--- src/logic/tec_regs.vh ---
// Register offsets, field positions, reset values and timing counts
`ifndef TEC_REGS_VH
`define TEC_REGS_VH

// Register byte offsets
`define TEC_OFS_CTRL 8'h00
`define TEC_OFS_CMP_LO 8'h04
`define TEC_OFS_CMP_HI 8'h08
`define TEC_OFS_CAPTURE 8'h0C
`define TEC_OFS_COUNT 8'h10
`define TEC_OFS_IRQ_STAT 8'h14
`define TEC_OFS_IRQ_MASK 8'h18
`define TEC_OFS_RUN_STAT 8'h1C

// Control register fields
`define TEC_CTRL_START_LSB 0
`define TEC_CTRL_START_MSB 1
`define TEC_CTRL_CLKSEL_LSB 2
`define TEC_CTRL_CLKSEL_MSB 3
`define TEC_CTRL_STOPSEL 4
`define TEC_CTRL_ACAP 5
`define TEC_CTRL_EXTMODE 6
`define TEC_CTRL_TAP 7

// Start control codes
`define TEC_START_STOP 2'h0
`define TEC_START_CMD 2'h1
`define TEC_START_RISE 2'h2
`define TEC_START_FALL 2'h3

// Source clock select codes
`define TEC_CLK_DIV11 2'h0
`define TEC_CLK_DIV7 2'h1
`define TEC_CLK_DIV3 2'h2

// Interrupt status bit
`define TEC_IRQ_MATCH 0

// Reset values
`define TEC_RST_CMP 16'hFFFF
`define TEC_RST_CMP_LO 8'hFF
`define TEC_RST_CTRL 8'h00

// Filter times in fast oscillator periods, clocks in MHz
`define TEC_FC_MHZ 200
`define TEC_SYS_MHZ 200
`define TEC_FILT_REJECT_FC 4
`define TEC_FILT_DETECT_FC 12
`define TEC_FILT_REJECT_CYC (`TEC_FILT_REJECT_FC * `TEC_SYS_MHZ / `TEC_FC_MHZ)
`define TEC_FILT_DETECT_CYC (`TEC_FILT_DETECT_FC * `TEC_SYS_MHZ / `TEC_FC_MHZ)
`define TEC_FILT_ACCEPT_CYC ((`TEC_FILT_REJECT_CYC + `TEC_FILT_DETECT_CYC) / 2)

`endif

--- src/logic/tec_pin_filter.v ---
// Synchroniser, noise filter and edge detector for the counter input pin
`timescale 1ns/1ps
`default_nettype none
`include "tec_regs.vh"

module tec_pin_filter
(
   // Clock and reset
   input wire sys_clk,
   input wire rst,
   // Pin and mode
   input wire pin_in,
   input wire bypass,
   // Filtered edges
   output wire rise,
   output wire fall
);

   localparam [31:0] ACCEPT_CYC = `TEC_FILT_ACCEPT_CYC;
   localparam [3:0] ACCEPT = ACCEPT_CYC[3:0];

   reg sync1_ff;
   reg sync2_ff;
   reg level_ff;
   reg prev_ff;
   reg [3:0] cnt_ff;

   always @(posedge sys_clk or posedge rst)
   begin
      if (rst)
      begin
         sync1_ff <= 1'b0;
         sync2_ff <= 1'b0;
      end
      else
      begin
         sync1_ff <= pin_in;
         sync2_ff <= sync1_ff;
      end
   end

   // Unless bypass is set, a level must hold ACCEPT cycles before it is taken
   always @(posedge sys_clk or posedge rst)
   begin
      if (rst)
      begin
         level_ff <= 1'b0;
         prev_ff <= 1'b0;
         cnt_ff <= 4'h0;
      end
      else
      begin
         prev_ff <= level_ff;
         if (sync2_ff == level_ff)
            cnt_ff <= 4'h0;
         else if (bypass || cnt_ff == ACCEPT - 4'h1)
         begin
            level_ff <= sync2_ff;
            cnt_ff <= 4'h0;
         end
         else
            cnt_ff <= cnt_ff + 4'h1;
      end
   end

   assign rise = level_ff & ~prev_ff;
   assign fall = ~level_ff & prev_ff;

endmodule // tec_pin_filter

`default_nettype wire

--- src/logic/tec_timer.v ---
// 16-bit timer with free-running and external-trigger modes
//
// The implementer's own choices: the register addresses and the strobed register port.
`timescale 1ns/1ps
`default_nettype none
`include "tec_regs.vh"

module tec_timer
(
   // Clock and reset
   input wire SYS_CLK,
   input wire RST,
   // Register port
   input wire [7:0] ADDR,
   input wire [15:0] WDATA,
   input wire WR,
   input wire RD,
   output reg [15:0] RDATA,
   // Power mode and slow oscillator
   input wire PWR_LOW_SPEED,
   input wire PWR_STOP_ENTER,
   input wire SLOW_OSC_TICK,
   // Counter input pin
   input wire CNT_IN_PIN,
   // Interrupts
   output wire MATCH_PULSE,
   output wire IRQ
);

   // Control fields
   reg [1:0] start_ff;
   reg [1:0] clksel_ff;
   reg stopsel_ff;
   reg acap_ff;
   reg extmode_ff;
   reg tap_ff;
   reg [1:0] nxt_start;

   // Data registers
   reg [15:0] cnt_ff;
   reg [15:0] cmp_ff;
   reg [7:0] cmp_lo_ff;
   reg [15:0] cmp_pend_ff;
   reg pend_ff;
   reg [15:0] cap_ff;
   reg run_ff;
   reg [15:0] nxt_cnt;
   reg nxt_run;
   reg match_evt;

   // Interrupt registers
   reg stat_ff;
   reg mask_ff;

   // Prescaler
   reg [10:0] div_ff;
   reg [2:0] sdiv_ff;
   reg src_tick;

   // Pin edges
   wire pin_rise;
   wire pin_fall;
   wire trig_edge;
   wire opp_edge;

   // Decodes
   wire wr_ctrl;
   wire wr_cmp_lo;
   wire wr_cmp_hi;
   wire wr_stat;
   wire wr_mask;
   reg [15:0] rd_mux;

   assign wr_ctrl = WR && (ADDR == `TEC_OFS_CTRL);
   assign wr_cmp_lo = WR && (ADDR == `TEC_OFS_CMP_LO);
   assign wr_cmp_hi = WR && (ADDR == `TEC_OFS_CMP_HI);
   assign wr_stat = WR && (ADDR == `TEC_OFS_IRQ_STAT);
   assign wr_mask = WR && (ADDR == `TEC_OFS_IRQ_MASK);

   tec_pin_filter u_filter
   (
      .sys_clk(SYS_CLK),
      .rst(RST),
      .pin_in(CNT_IN_PIN),
      .bypass(PWR_LOW_SPEED),
      .rise(pin_rise),
      .fall(pin_fall)
   );

   // Rising start code selects the rising edge as trigger
   assign trig_edge = (start_ff == `TEC_START_RISE) ? pin_rise :
                      (start_ff == `TEC_START_FALL) ? pin_fall : 1'b0;
   assign opp_edge = (start_ff == `TEC_START_RISE) ? pin_fall :
                     (start_ff == `TEC_START_FALL) ? pin_rise : 1'b0;

   // Free-running fast and slow dividers
   always @(posedge SYS_CLK or posedge RST)
   begin
      if (RST)
      begin
         div_ff <= 11'h000;
         sdiv_ff <= 3'h0;
      end
      else
      begin
         div_ff <= div_ff + 11'h001;
         if (SLOW_OSC_TICK)
            sdiv_ff <= sdiv_ff + 3'h1;
      end
   end

   // Source clock tick select
   always @*
   begin
      src_tick = 1'b0;
      if (PWR_LOW_SPEED)
      begin
         if (clksel_ff == `TEC_CLK_DIV11)
            src_tick = SLOW_OSC_TICK && (sdiv_ff == 3'h7);
      end
      else
      begin
         case (clksel_ff)
            `TEC_CLK_DIV11:
               src_tick = tap_ff ? (SLOW_OSC_TICK && (sdiv_ff == 3'h7))
                                 : (div_ff == 11'h7FF);
            `TEC_CLK_DIV7:
               src_tick = (div_ff[6:0] == 7'h7F);
            `TEC_CLK_DIV3:
               src_tick = (div_ff[2:0] == 3'h7);
            default:
               src_tick = 1'b0;
         endcase
      end
   end

   // Start field: stop power mode overrides any write
   always @*
   begin
      nxt_start = start_ff;
      if (wr_ctrl)
         nxt_start = WDATA[`TEC_CTRL_START_MSB:`TEC_CTRL_START_LSB];
      if (PWR_STOP_ENTER)
         nxt_start = `TEC_START_STOP;
   end

   always @(posedge SYS_CLK or posedge RST)
   begin
      if (RST)
      begin
         start_ff <= `TEC_START_STOP;
         clksel_ff <= 2'h0;
         stopsel_ff <= 1'b0;
         acap_ff <= 1'b0;
         extmode_ff <= 1'b0;
         tap_ff <= 1'b0;
      end
      else
      begin
         start_ff <= nxt_start;
         if (wr_ctrl)
         begin
            clksel_ff <= WDATA[`TEC_CTRL_CLKSEL_MSB:`TEC_CTRL_CLKSEL_LSB];
            stopsel_ff <= WDATA[`TEC_CTRL_STOPSEL];
            acap_ff <= WDATA[`TEC_CTRL_ACAP];
            extmode_ff <= WDATA[`TEC_CTRL_EXTMODE];
            tap_ff <= WDATA[`TEC_CTRL_TAP];
         end
      end
   end

   // Counter and run state
   always @*
   begin
      nxt_cnt = cnt_ff;
      nxt_run = run_ff;
      match_evt = 1'b0;
      if (start_ff == `TEC_START_STOP)
      begin
         nxt_cnt = 16'h0000;
         nxt_run = 1'b0;
      end
      else if (!extmode_ff)
      begin
         nxt_run = (start_ff == `TEC_START_CMD);
         if (nxt_run && src_tick)
         begin
            if (cnt_ff == cmp_ff)
            begin
               nxt_cnt = 16'h0000;
               match_evt = 1'b1;
            end
            else
               nxt_cnt = cnt_ff + 16'h0001;
         end
      end
      else if (start_ff != `TEC_START_CMD)
      begin
         if (!run_ff)
         begin
            if (trig_edge)
            begin
               nxt_run = 1'b1;
               nxt_cnt = 16'h0000;
            end
         end
         else if (src_tick && cnt_ff == cmp_ff)
         begin
            nxt_cnt = 16'h0000;
            nxt_run = 1'b0;
            match_evt = 1'b1;
         end
         else if (stopsel_ff && opp_edge)
         begin
            nxt_cnt = 16'h0000;
            nxt_run = 1'b0;
         end
         else if (src_tick)
            nxt_cnt = cnt_ff + 16'h0001;
      end
   end

   always @(posedge SYS_CLK or posedge RST)
   begin
      if (RST)
      begin
         cnt_ff <= 16'h0000;
         run_ff <= 1'b0;
      end
      else
      begin
         cnt_ff <= nxt_cnt;
         run_ff <= nxt_run;
      end
   end

   // Auto-capture of the running count
   always @(posedge SYS_CLK or posedge RST)
   begin
      if (RST)
         cap_ff <= 16'h0000;
      else if (acap_ff && src_tick)
         cap_ff <= cnt_ff;
   end

   // Compare: lower byte staged, upper byte arms, tick loads
   always @(posedge SYS_CLK or posedge RST)
   begin
      if (RST)
      begin
         cmp_ff <= `TEC_RST_CMP;
         cmp_lo_ff <= `TEC_RST_CMP_LO;
         cmp_pend_ff <= `TEC_RST_CMP;
         pend_ff <= 1'b0;
      end
      else
      begin
         if (wr_cmp_lo)
            cmp_lo_ff <= WDATA[7:0];
         if (wr_cmp_hi)
         begin
            cmp_pend_ff <= {WDATA[7:0], cmp_lo_ff};
            pend_ff <= 1'b1;
         end
         else if (pend_ff && src_tick)
         begin
            cmp_ff <= cmp_pend_ff;
            pend_ff <= 1'b0;
         end
      end
   end

   // Sticky match status, write one to clear, event wins
   always @(posedge SYS_CLK or posedge RST)
   begin
      if (RST)
      begin
         stat_ff <= 1'b0;
         mask_ff <= 1'b0;
      end
      else
      begin
         stat_ff <= (stat_ff & ~(wr_stat & WDATA[`TEC_IRQ_MATCH])) |
                    match_evt;
         if (wr_mask)
            mask_ff <= WDATA[`TEC_IRQ_MATCH];
      end
   end

   assign MATCH_PULSE = match_evt;
   assign IRQ = stat_ff & mask_ff;

   // Read mux; unmapped offsets read zero
   always @*
   begin
      case (ADDR)
         `TEC_OFS_CTRL:
            rd_mux = {8'h00, tap_ff, extmode_ff, acap_ff, stopsel_ff,
                      clksel_ff, start_ff};
         `TEC_OFS_CMP_LO:
            rd_mux = {8'h00, cmp_ff[7:0]};
         `TEC_OFS_CMP_HI:
            rd_mux = {8'h00, cmp_ff[15:8]};
         `TEC_OFS_CAPTURE:
            rd_mux = cap_ff;
         `TEC_OFS_COUNT:
            rd_mux = cnt_ff;
         `TEC_OFS_IRQ_STAT:
            rd_mux = {15'h0000, stat_ff};
         `TEC_OFS_IRQ_MASK:
            rd_mux = {15'h0000, mask_ff};
         `TEC_OFS_RUN_STAT:
            rd_mux = {14'h0000, pend_ff, run_ff};
         default:
            rd_mux = 16'h0000;
      endcase
   end

   always @(posedge SYS_CLK or posedge RST)
   begin
      if (RST)
         RDATA <= 16'h0000;
      else if (RD)
         RDATA <= rd_mux;
      else
         RDATA <= 16'h0000;
   end

endmodule // tec_timer

`default_nettype wire

--- config.mk ---
export PLATFORM = sky130hd
export DESIGN_NAME = tec_timer
export DESIGN_NICKNAME = d
export VERILOG_FILES = /design/src/logic/tec_pin_filter.v /design/src/logic/tec_timer.v
export VERILOG_INCLUDE_DIRS = /design/src /design/src/logic
export SDC_FILE = /design/constraint.sdc
export NUM_CORES = 1
export LEC_CHECK = 0
export ABC_CLOCK_PERIOD_IN_PS = 6200
export BUFFER_PORTS_ARGS = -buffer_cell sky130_fd_sc_hd__buf_4
export CORE_MARGIN = 1.5
export CORE_UTILIZATION = 30
export CTS_CLUSTER_DIAMETER = 150
export DETAILED_ROUTE_END_ITERATION = 16
export GPL_TIMING_DRIVEN = 0
export SETUP_SLACK_MARGIN = 0.5
export SLEW_MARGIN = 10
export SYNTH_ARGS = -nofsm -noshare
export SYNTH_HDL_FRONTEND = slang
export SYNTH_HIERARCHICAL = 1
export SYNTH_SLANG_ARGS = --single-unit
--- constraint.sdc ---
create_clock -name SYS_CLK -period 6.2 [get_ports SYS_CLK]
set_input_delay 1.55 -clock SYS_CLK [delete_from_list [all_inputs] [get_ports SYS_CLK]]
set_output_delay 1.55 -clock SYS_CLK [all_outputs]
set_load 0.02 [all_outputs]
# Yosys cells after proc, flatten, opt, wreduce, memory -nomap -nowiden
# Cells that the tools add are included.
# totals
elab_cells	122
mem_count	0
latch_bits	0
rom_bits	0
in_bits	32
ff_bits	122
ram_bits	0
output_inout_bits	18
# op_classes
mul	0
mux	40
n_reduce_logical	21
eq_ne	23
magnitude_cmp	0
addsub	4
div_mod_pow	0
shifts	0
bitwise	11
# op_table
cell	n
16-bit two-way mux	11
16-bit one-hot mux with 8 select lines	1
8-bit by 5-bit equality test with 1-bit output (second input constant)	4
1-bit two-way mux	23
16-bit by 1-bit adder with 16-bit output (second input constant)	1
16-bit equality test	1
8-bit by 4-bit equality test with 1-bit output (second input constant)	2
11-bit by 1-bit adder with 11-bit output (second input constant)	1
11-bit equality test (second input constant)	1
1-bit logical AND	11
8-bit by 3-bit equality test with 1-bit output (second input constant)	1
8-bit logical NOT	1
4-bit two-way mux	2
7-bit equality test (second input constant)	1
2-bit equality test (second input constant)	3
3-bit equality test (second input constant)	2
6-bit by 2-bit inequality test with 1-bit output (second input constant)	1
1-bit bitwise AND	5
1-bit NOT	5
4-bit by 1-bit adder with 4-bit output (second input constant)	1
2-bit by 1-bit equality test with 1-bit output (second input constant)	2
4-bit by 3-bit equality test with 1-bit output (second input constant)	1
2-bit logical NOT	2
2-bit two-way mux	2
other kinds (12)	14

# Depth between registers and ports, before layout
# Gate-level depths: netlist (run 1).
# logic_depth
depth_word	12
ltp_mapped	9

# Cells and area by module
# Netlist (run 1), hierarchy kept.
# by_module_without_submodules
module	instances	area_per_inst_um2	seq_area_each_um2	cells_per_inst
tec_timer	1	5363.9	2902.8	444
tec_pin_filter	1	310.3	200.2	25

# Worst setup path after synthesis (run 1)
# OpenSTA, ideal clock, no wires.
# synth_path
kind	input port to output port
startpoint	input port SLOW_OSC_TICK
endpoint	output port MATCH_PULSE
required_ps	4650
path_stages	5
t_arrival_ps	2799
n_path_buf	0
slack_ps	1851
path_cell_list	nor4bb_1 > o2111ai_1 > o22ai_1 > nand2_1 > nor2_1
# synth_via
elab_chain_len	10
# synth_lines
element	line	rtl
start, declared	tec_timer.v:22	input wire SLOW_OSC_TICK,
1-bit logical AND (*)	tec_timer.v:119, tec_timer.v:125	
1-bit two-way mux	tec_timer.v:125	src_tick = tap_ff ? (SLOW_OSC_TICK && (sdiv_ff == 3'h7))
1-bit one-hot mux with 3 select lines	tec_timer.v:123	case (clksel_ff)
1-bit two-way mux (*)	tec_timer.v:116	if (PWR_LOW_SPEED)
1-bit logical AND	tec_timer.v:207	else if (src_tick && cnt_ff == cmp_ff)
1-bit two-way mux	tec_timer.v:207	
1-bit two-way mux	tec_timer.v:199	if (!run_ff)
1-bit two-way mux	tec_timer.v:197	else if (start_ff != `TEC_START_CMD)
1-bit two-way mux (*)	tec_timer.v:183	else if (!extmode_ff)
1-bit two-way mux (*)	tec_timer.v:178	if (start_ff == `TEC_START_STOP)
end, declared	tec_timer.v:26	output wire MATCH_PULSE,
# Mark *: on every way between the ends. The rest lies on a longest branch, timed or not.

# Worst setup path after layout (run 1)
# Ends and elaborated chain as after synthesis.

==> impl_metrics.py, run 1 <==
metrics = {
    "power": {
        "leakage_nw": 3.00,
        "power_density_nw_per_um2": 288,
        "finalPower_mw": 2.00,
        "p_sw_mw": 0.417,
        "p_comb_share_pct": 4.6,
        "p_int_mw": 1.58,
        "peakVddDrop_mv": 0.195,
        "pwr-share-clk_pct": 53.5,
        "p_seq_share_pct": 41.9,
        "sw_frac_of_total_pct": 20.8,
    },
    "sta": {
        "rsz0062_at_grt": "false",
        "maxSlewHeadroom_pct": 30.1,
        "worstMarginPinSlew_ps": 1040,
        "fin_setup_tns_ps": 0,
        "fmax_mhz": 202,
        "min_period_over_period_pct": 80.0,
        "setup_viol": 0,
        "final_hold_viol_count": 0,
        "hold_ws_ps": 351,
        "slew_violations": 0,
        "period_needed_ps": 4960,
        "skew_ps": 14.3,
    },
    "global_routing": {
        "grt_pass1_wl_um": 22000,
        "antenna_found_initial": 1,
        "first_global_vias": 4138,
        "track_usage_pct": 14.5,
        "grt_max_degree": 62,
        "overflow": 0,
    },
    "synthesis": {
        "synth_ff_type": "dfrtp_1",
        "synthesis.nets": 507,
        "syn_area_per_cell_um2": 12.1,
        "synth_cell_types": 56,
        "syn-cell-area_um2": 5670,
        "netlist.area_leader.share_pct": 36.2,
        "yosys_warnings": 6,
        "ys_seq_elements": 122,
        "synth_seq_area_share_pct": 54.7,
        "synth_cells": 469,
        "ys_top_cells_by_area": "dfrtp_1, dfstp_2, mux2_2",
        "synth_top_area_cell": "dfrtp_1",
        "synth-edff-count": 0,
        "synth_common_cells": "dfrtp_1, mux2_2, dfstp_2",
        "synthArstFlopShare_pct": 100,
        "yosysMostFrequentCell": "dfrtp_1",
    },
    "run": {
        "cap_violations": 0,
    },
    "setup_path": {
        "startpoint": "SLOW_OSC_TICK",
        "cp-endpoint": "MATCH_PULSE",
        "critPathKind": "input pin to primary output",
        "crit_path_end_kind": "primary output",
        "r2r_end": "cnt_ff[12]$_DFFE_PP0P_",
        "required_ps": 4650,
        "critPathLaunchType": "input pin",
        "reg2regPathDepth": 9,
        "reg2reg_from": "sdiv_ff[0]$_DFFE_PP0P_",
        "r2r_setup_slack_ps": 2910,
        "cp_max_fo": 6,
        "crit_arrival_ps": 3410,
    },
    "clock_network": {
        "holdBufCountCts": 0,
        "htree_levels": 4,
        "cts_tree": "built",
        "cts-root-buf": "clkbuf_16",
        "cts_buffers": 17,
        "cts.sinks": 122,
        "clockBufferDepth": 2,
        "cts_setup_buffers": 0,
        "clock_latency_ps": 420,
        "clk_pin_slew_worst_paths_ps": 50,
        "post_cts_resized": 0,
    },
    "placed_design": {
        "io_buffers": 39,
        "placed_cells": 743,
        "dp_hpwl_um": 9530,
        "finalWeightedCongestion": 0.858,
    },
    "route": {
        "routed_wl_um": 13100,
        "first_iter_violations": 269,
        "wl_per_cell_um": 17.0,
        "ant_nets": 0,
        "viasPerCell": 5.04,
        "dr_total_vias": 3909,
        "drtPass1Iterations": 4,
        "drc_errors": 0,
    },
    "floorplanning": {
        "rows": 50,
        "fp.dieW_um": 141,
        "io_pins": 50,
        "dieArea_um2": 19700,
        "initial_core_util_pct": 30.4,
        "core_area_um2": 18600,
        "die_y_um": 141,
    },
    "status": {
        "status": "finished, final reports clean",
    },
    "min_path": {
        "min_path_type": "flop to flop",
    },
    "layout": {
        "drive_above_1_share_pct": 36.0,
        "fillers": 1808,
        "area_growth_pct": 22.3,
        "fin_cells": 775,
        "antennaDiodeCount": 0,
        "final_net_count": 566,
    },
}
[worst max-delay path, stage by stage]
cell       delay [ps]
buf_4             120
nor4bb_1          350
o2111ai_1         200
o22ai_1           560
nand2_1           180
nor2_1            250
buf_4             190
[cells in the final DEF (no fill, tap or decap), types with 4 or more instances in the layout]
cell and instances:
a22oi_1 22, clkbuf_16 17, xnor2_1 26, buf_2 5, a22o_1 9, dfrtp_1 82, buf_4 39, nand2_1 33
buf_1 4, dfstp_2 40, nor2_1 30, nor2b_1 7, inv_1 8, nand4_1 6, a21oi_1 6, nor3_1 8
a31oi_1 9, ha_1 6, mux2_2 59, o21ai_0 14, nand3_1 12, clkbuf_8 4, o2bb2a_1 4, bufinv_16 4
mux2_4 10, clkbuf_1 17
[logic make-up after synthesis]
group | after synthesis | share of synthesized area [%]
DFF | 122 | 54.7
and+or+nand+nor | 120 | 10.9
AOI/OAI and AO/OA | 85 | 10.7
muxes | 72 | 15.1
buffers and inverters | 36 | 2.91
xor gates and xnor gates | 28 | 4.32
adders and majority gates | 6 | 1.32
[worst min-delay path by stage]
stage               cells after the start                          end                         from
global route                            0  u_filter/sync2_ff$_DFF_PP0_  u_filter/sync1_ff$_DFF_PP0_
floorplan                               0  u_filter/sync2_ff$_DFF_PP0_  u_filter/sync1_ff$_DFF_PP0_
finish                                  0  u_filter/sync2_ff$_DFF_PP0_  u_filter/sync1_ff$_DFF_PP0_
CTS                                     0  u_filter/sync2_ff$_DFF_PP0_  u_filter/sync1_ff$_DFF_PP0_
detailed placement                      0  u_filter/sync2_ff$_DFF_PP0_  u_filter/sync1_ff$_DFF_PP0_
global placement                        0  u_filter/sync2_ff$_DFF_PP0_  u_filter/sync1_ff$_DFF_PP0_
[flip-flops by register name, indices dropped and copies added, names as in the netlist, 2 cells and up]
signal	cells
clksel_ff	2
RDATA	16
cmp_pend_ff	16
start_ff	2
cmp_ff	16
sdiv_ff	3
cmp_lo_ff	8
cap_ff	16
cnt_ff	16
div_ff	11
u_filter/cnt_ff	4
[power by group through the flow]
stage	Clock, mW	Combinational [mW]	Sequential, mW
final	1.07	0.0916	0.838
after global routing	1.13	0.105	0.841
after CTS	1.09	0.0940	0.839
after detailed placement	0	0.0937	0.852
after global placement	0	0.0858	0.850
after floorplan	0	0.0602	0.847
[through the flow]
stage	util [%]	cell area, um^2	setup slack [ps]
5_1_grt	37.2	6940	1130
6_report	37.2	6940	1240
2_1_floorplan	-	5670	1700
4_1_cts	37.2	6940	1220
3_5_place_dp	33.8	6290	1270
3_3_place_gp	33.6	6260	484
[routing by layer]
metal	up-vias	part of all wire [%]	track usage, %
met2	67	50	23.5
met1	2008	44	18.1
met4	0	1.4	6.74
met5	-	0	0
met3	19	3.9	4.00
li1	1815	-	-
[final cells by class]
class	count	area (um^2)	share of cell area [%]
clock inverters	10	163	2.34
well taps	234	293	4.22
flip-flops and latches	122	3100	44.7
clock buffers	22	484	6.98
repair buffers	40	320	4.62
plain buffers	27	131	1.89
multi-input cells	311	2410	34.7
inverters	9	38.8	0.559
Power figures use the tool's default switching activity.
==> inputs of run 2 (changes only) <==
Settings changed: ABC_CLOCK_PERIOD_IN_PS 6200 to 4350.
Clock period 6.2 ns to 4.35 ns, I/O delays scaled along.
==> impl_metrics.py, run 2 (synthesized netlist as in run 1, its figures left out) <==
metrics = {
    "status": {
        "status": "finished, final reports clean",
    },
    "clock_network": {
        "clock_latency_ps": 420,
        "htree_levels": 4,
        "cts_setup_buffers": 0,
        "cts_buffers": 17,
        "cts_tree": "built",
        "cts-root-buf": "clkbuf_16",
        "cts.sinks": 122,
        "clockBufferDepth": 2,
        "clk_pin_slew_worst_paths_ps": 60,
    },
    "global_routing": {
        "grt_max_degree": 42,
        "overflow": 0,
        "first_global_vias": 4264,
        "grt_pass1_wl_um": 21600,
        "track_usage_pct": 14.2,
        "antenna_found_initial": 0,
    },
    "layout": {
        "final_common_cell": "dfrtp_1",
        "antennaDiodeCount": 0,
        "fillers": 1846,
        "drive_above_1_share_pct": 36.1,
        "area_growth_pct": 22.1,
        "most-common-layout-cells": "dfrtp_1, mux2_2, dfstp_2",
        "seq_area_um2": 3100,
        "multi_input_area_um2": 2420,
        "final_net_count": 568,
        "fin_cells": 777,
        "final_util_pct": 37.2,
    },
    "placed_design": {
        "finalWeightedCongestion": 0.854,
        "dp_hpwl_um": 9580,
        "placed_cells": 745,
        "io_buffers": 39,
    },
    "setup_path": {
        "r2r_setup_slack_ps": 1040,
        "cp_max_fo": 6,
        "r2r_end": "cnt_ff[8]$_DFFE_PP0P_",
        "critPathKind": "input pin to primary output",
        "crit_arrival_ps": 2560,
        "critPathLaunchType": "input pin",
        "required_ps": 3260,
        "crit_path_end_kind": "primary output",
        "reg2reg_from": "sdiv_ff[0]$_DFFE_PP0P_",
        "reg2regPathDepth": 9,
    },
    "route": {
        "dr_total_vias": 3907,
        "wl_per_cell_um": 16.5,
        "first_iter_violations": 243,
        "drtPass1Iterations": 4,
        "routed_wl_um": 12800,
        "drc_errors": 0,
        "ant_nets": 0,
        "viasPerCell": 5.03,
    },
    "floorplanning": {
        "initial_core_util_pct": 30.4,
        "dieArea_um2": 19700,
        "fp.dieW_um": 141,
        "core_area_um2": 18600,
        "io_pins": 50,
        "die_y_um": 141,
        "rows": 50,
    },
    "sta": {
        "final_hold_viol_count": 0,
        "min_period_over_period_pct": 83.8,
        "skew_ps": 10.0,
        "period_needed_ps": 3650,
        "slew_violations": 0,
        "setup_viol": 0,
        "worstMarginPinSlew_ps": 1110,
        "maxSlewHeadroom_pct": 25.4,
        "fin_setup_tns_ps": 0,
        "rsz0062_at_grt": "false",
        "fmax_mhz": 274,
        "hold_ws_ps": 348,
    },
    "run": {
        "cap_violations": 0,
    },
    "min_path": {
        "min_from": "u_filter/sync1_ff$_DFF_PP0_",
        "min_path_type": "flop to flop",
        "hold_end": "u_filter/sync2_ff$_DFF_PP0_",
        "holdPathStages": 0,
    },
    "power": {
        "finalPower_mw": 2.72,
        "power_density_nw_per_um2": 393,
        "leakage_nw": 2.99,
        "peakVddDrop_mv": 0.302,
    },
}
[run 2: cell type report]
| class | count | area share [%] |
|---|---|---|
| flip-flops and latches | 122 | 44.8 |
| well taps | 234 | 4.23 |
| plain buffers | 27 | 1.90 |
| repair buffers | 42 | 5.09 |
| inverters | 9 | 0.542 |
| multi-input cells | 311 | 34.9 |
| clock buffers | 23 | 6.90 |
| clock inverters | 9 | 1.61 |
[run 2: routing by layer]
| metal | vias up | global-route usage (%) | wire [um] |
|---|---|---|---|
| met5 | - | 0 | 0 |
| met3 | 26 | 5.23 | 776 |
| met4 | 0 | 6.36 | 325 |
| met1 | 1960 | 17.1 | 5530 |
| met2 | 94 | 22.8 | 6170 |
| li1 | 1827 | - | - |
[run 2: what timing repair did]
action,in CTS,in global routing
hold buffers,0,0
endpoints found under the setup margin,1,1
resized for setup,1,1
pin swaps,0,0
[run 2: power by group]
| part | internal (mW) | switching, mW |
|---|---|---|
| registers | 1.17 | 0.0213 |
| clock network | 0.890 | 0.499 |
| logic | 0.0650 | 0.0697 |
| total | 2.13 | 0.590 |
[run 2: worst max-delay path by stage]
stage	startpoint	end	slack, ps	depth (start not counted)
final	SLOW_OSC_TICK	MATCH_PULSE	700	7
after global routing	sdiv_ff[0]$_DFFE_PP0P_	MATCH_PULSE	510	8
after CTS	SLOW_OSC_TICK	MATCH_PULSE	660	7
after detailed placement	SLOW_OSC_TICK	MATCH_PULSE	440	7
after global placement	SLOW_OSC_TICK	MATCH_PULSE	480	7
after floorplan	SLOW_OSC_TICK	MATCH_PULSE	930	5
[run 2: critical path: stages]
cell and delay [ps]:
buf_4 120, nor4bb_1 300, o2111ai_1 250, o22ai_4 260, nand2_1 120, nor2_1 230
buf_4 190
[run 2: per-stage QoR]
step / cell area, um^2 / setup slack [ps]
floorplan: 5680 / 926
global placement: 6260 / 477
detailed placement: 6320 / 437
CTS: 6920 / 658
global route: 6930 / 506
finish: 6930 / 705
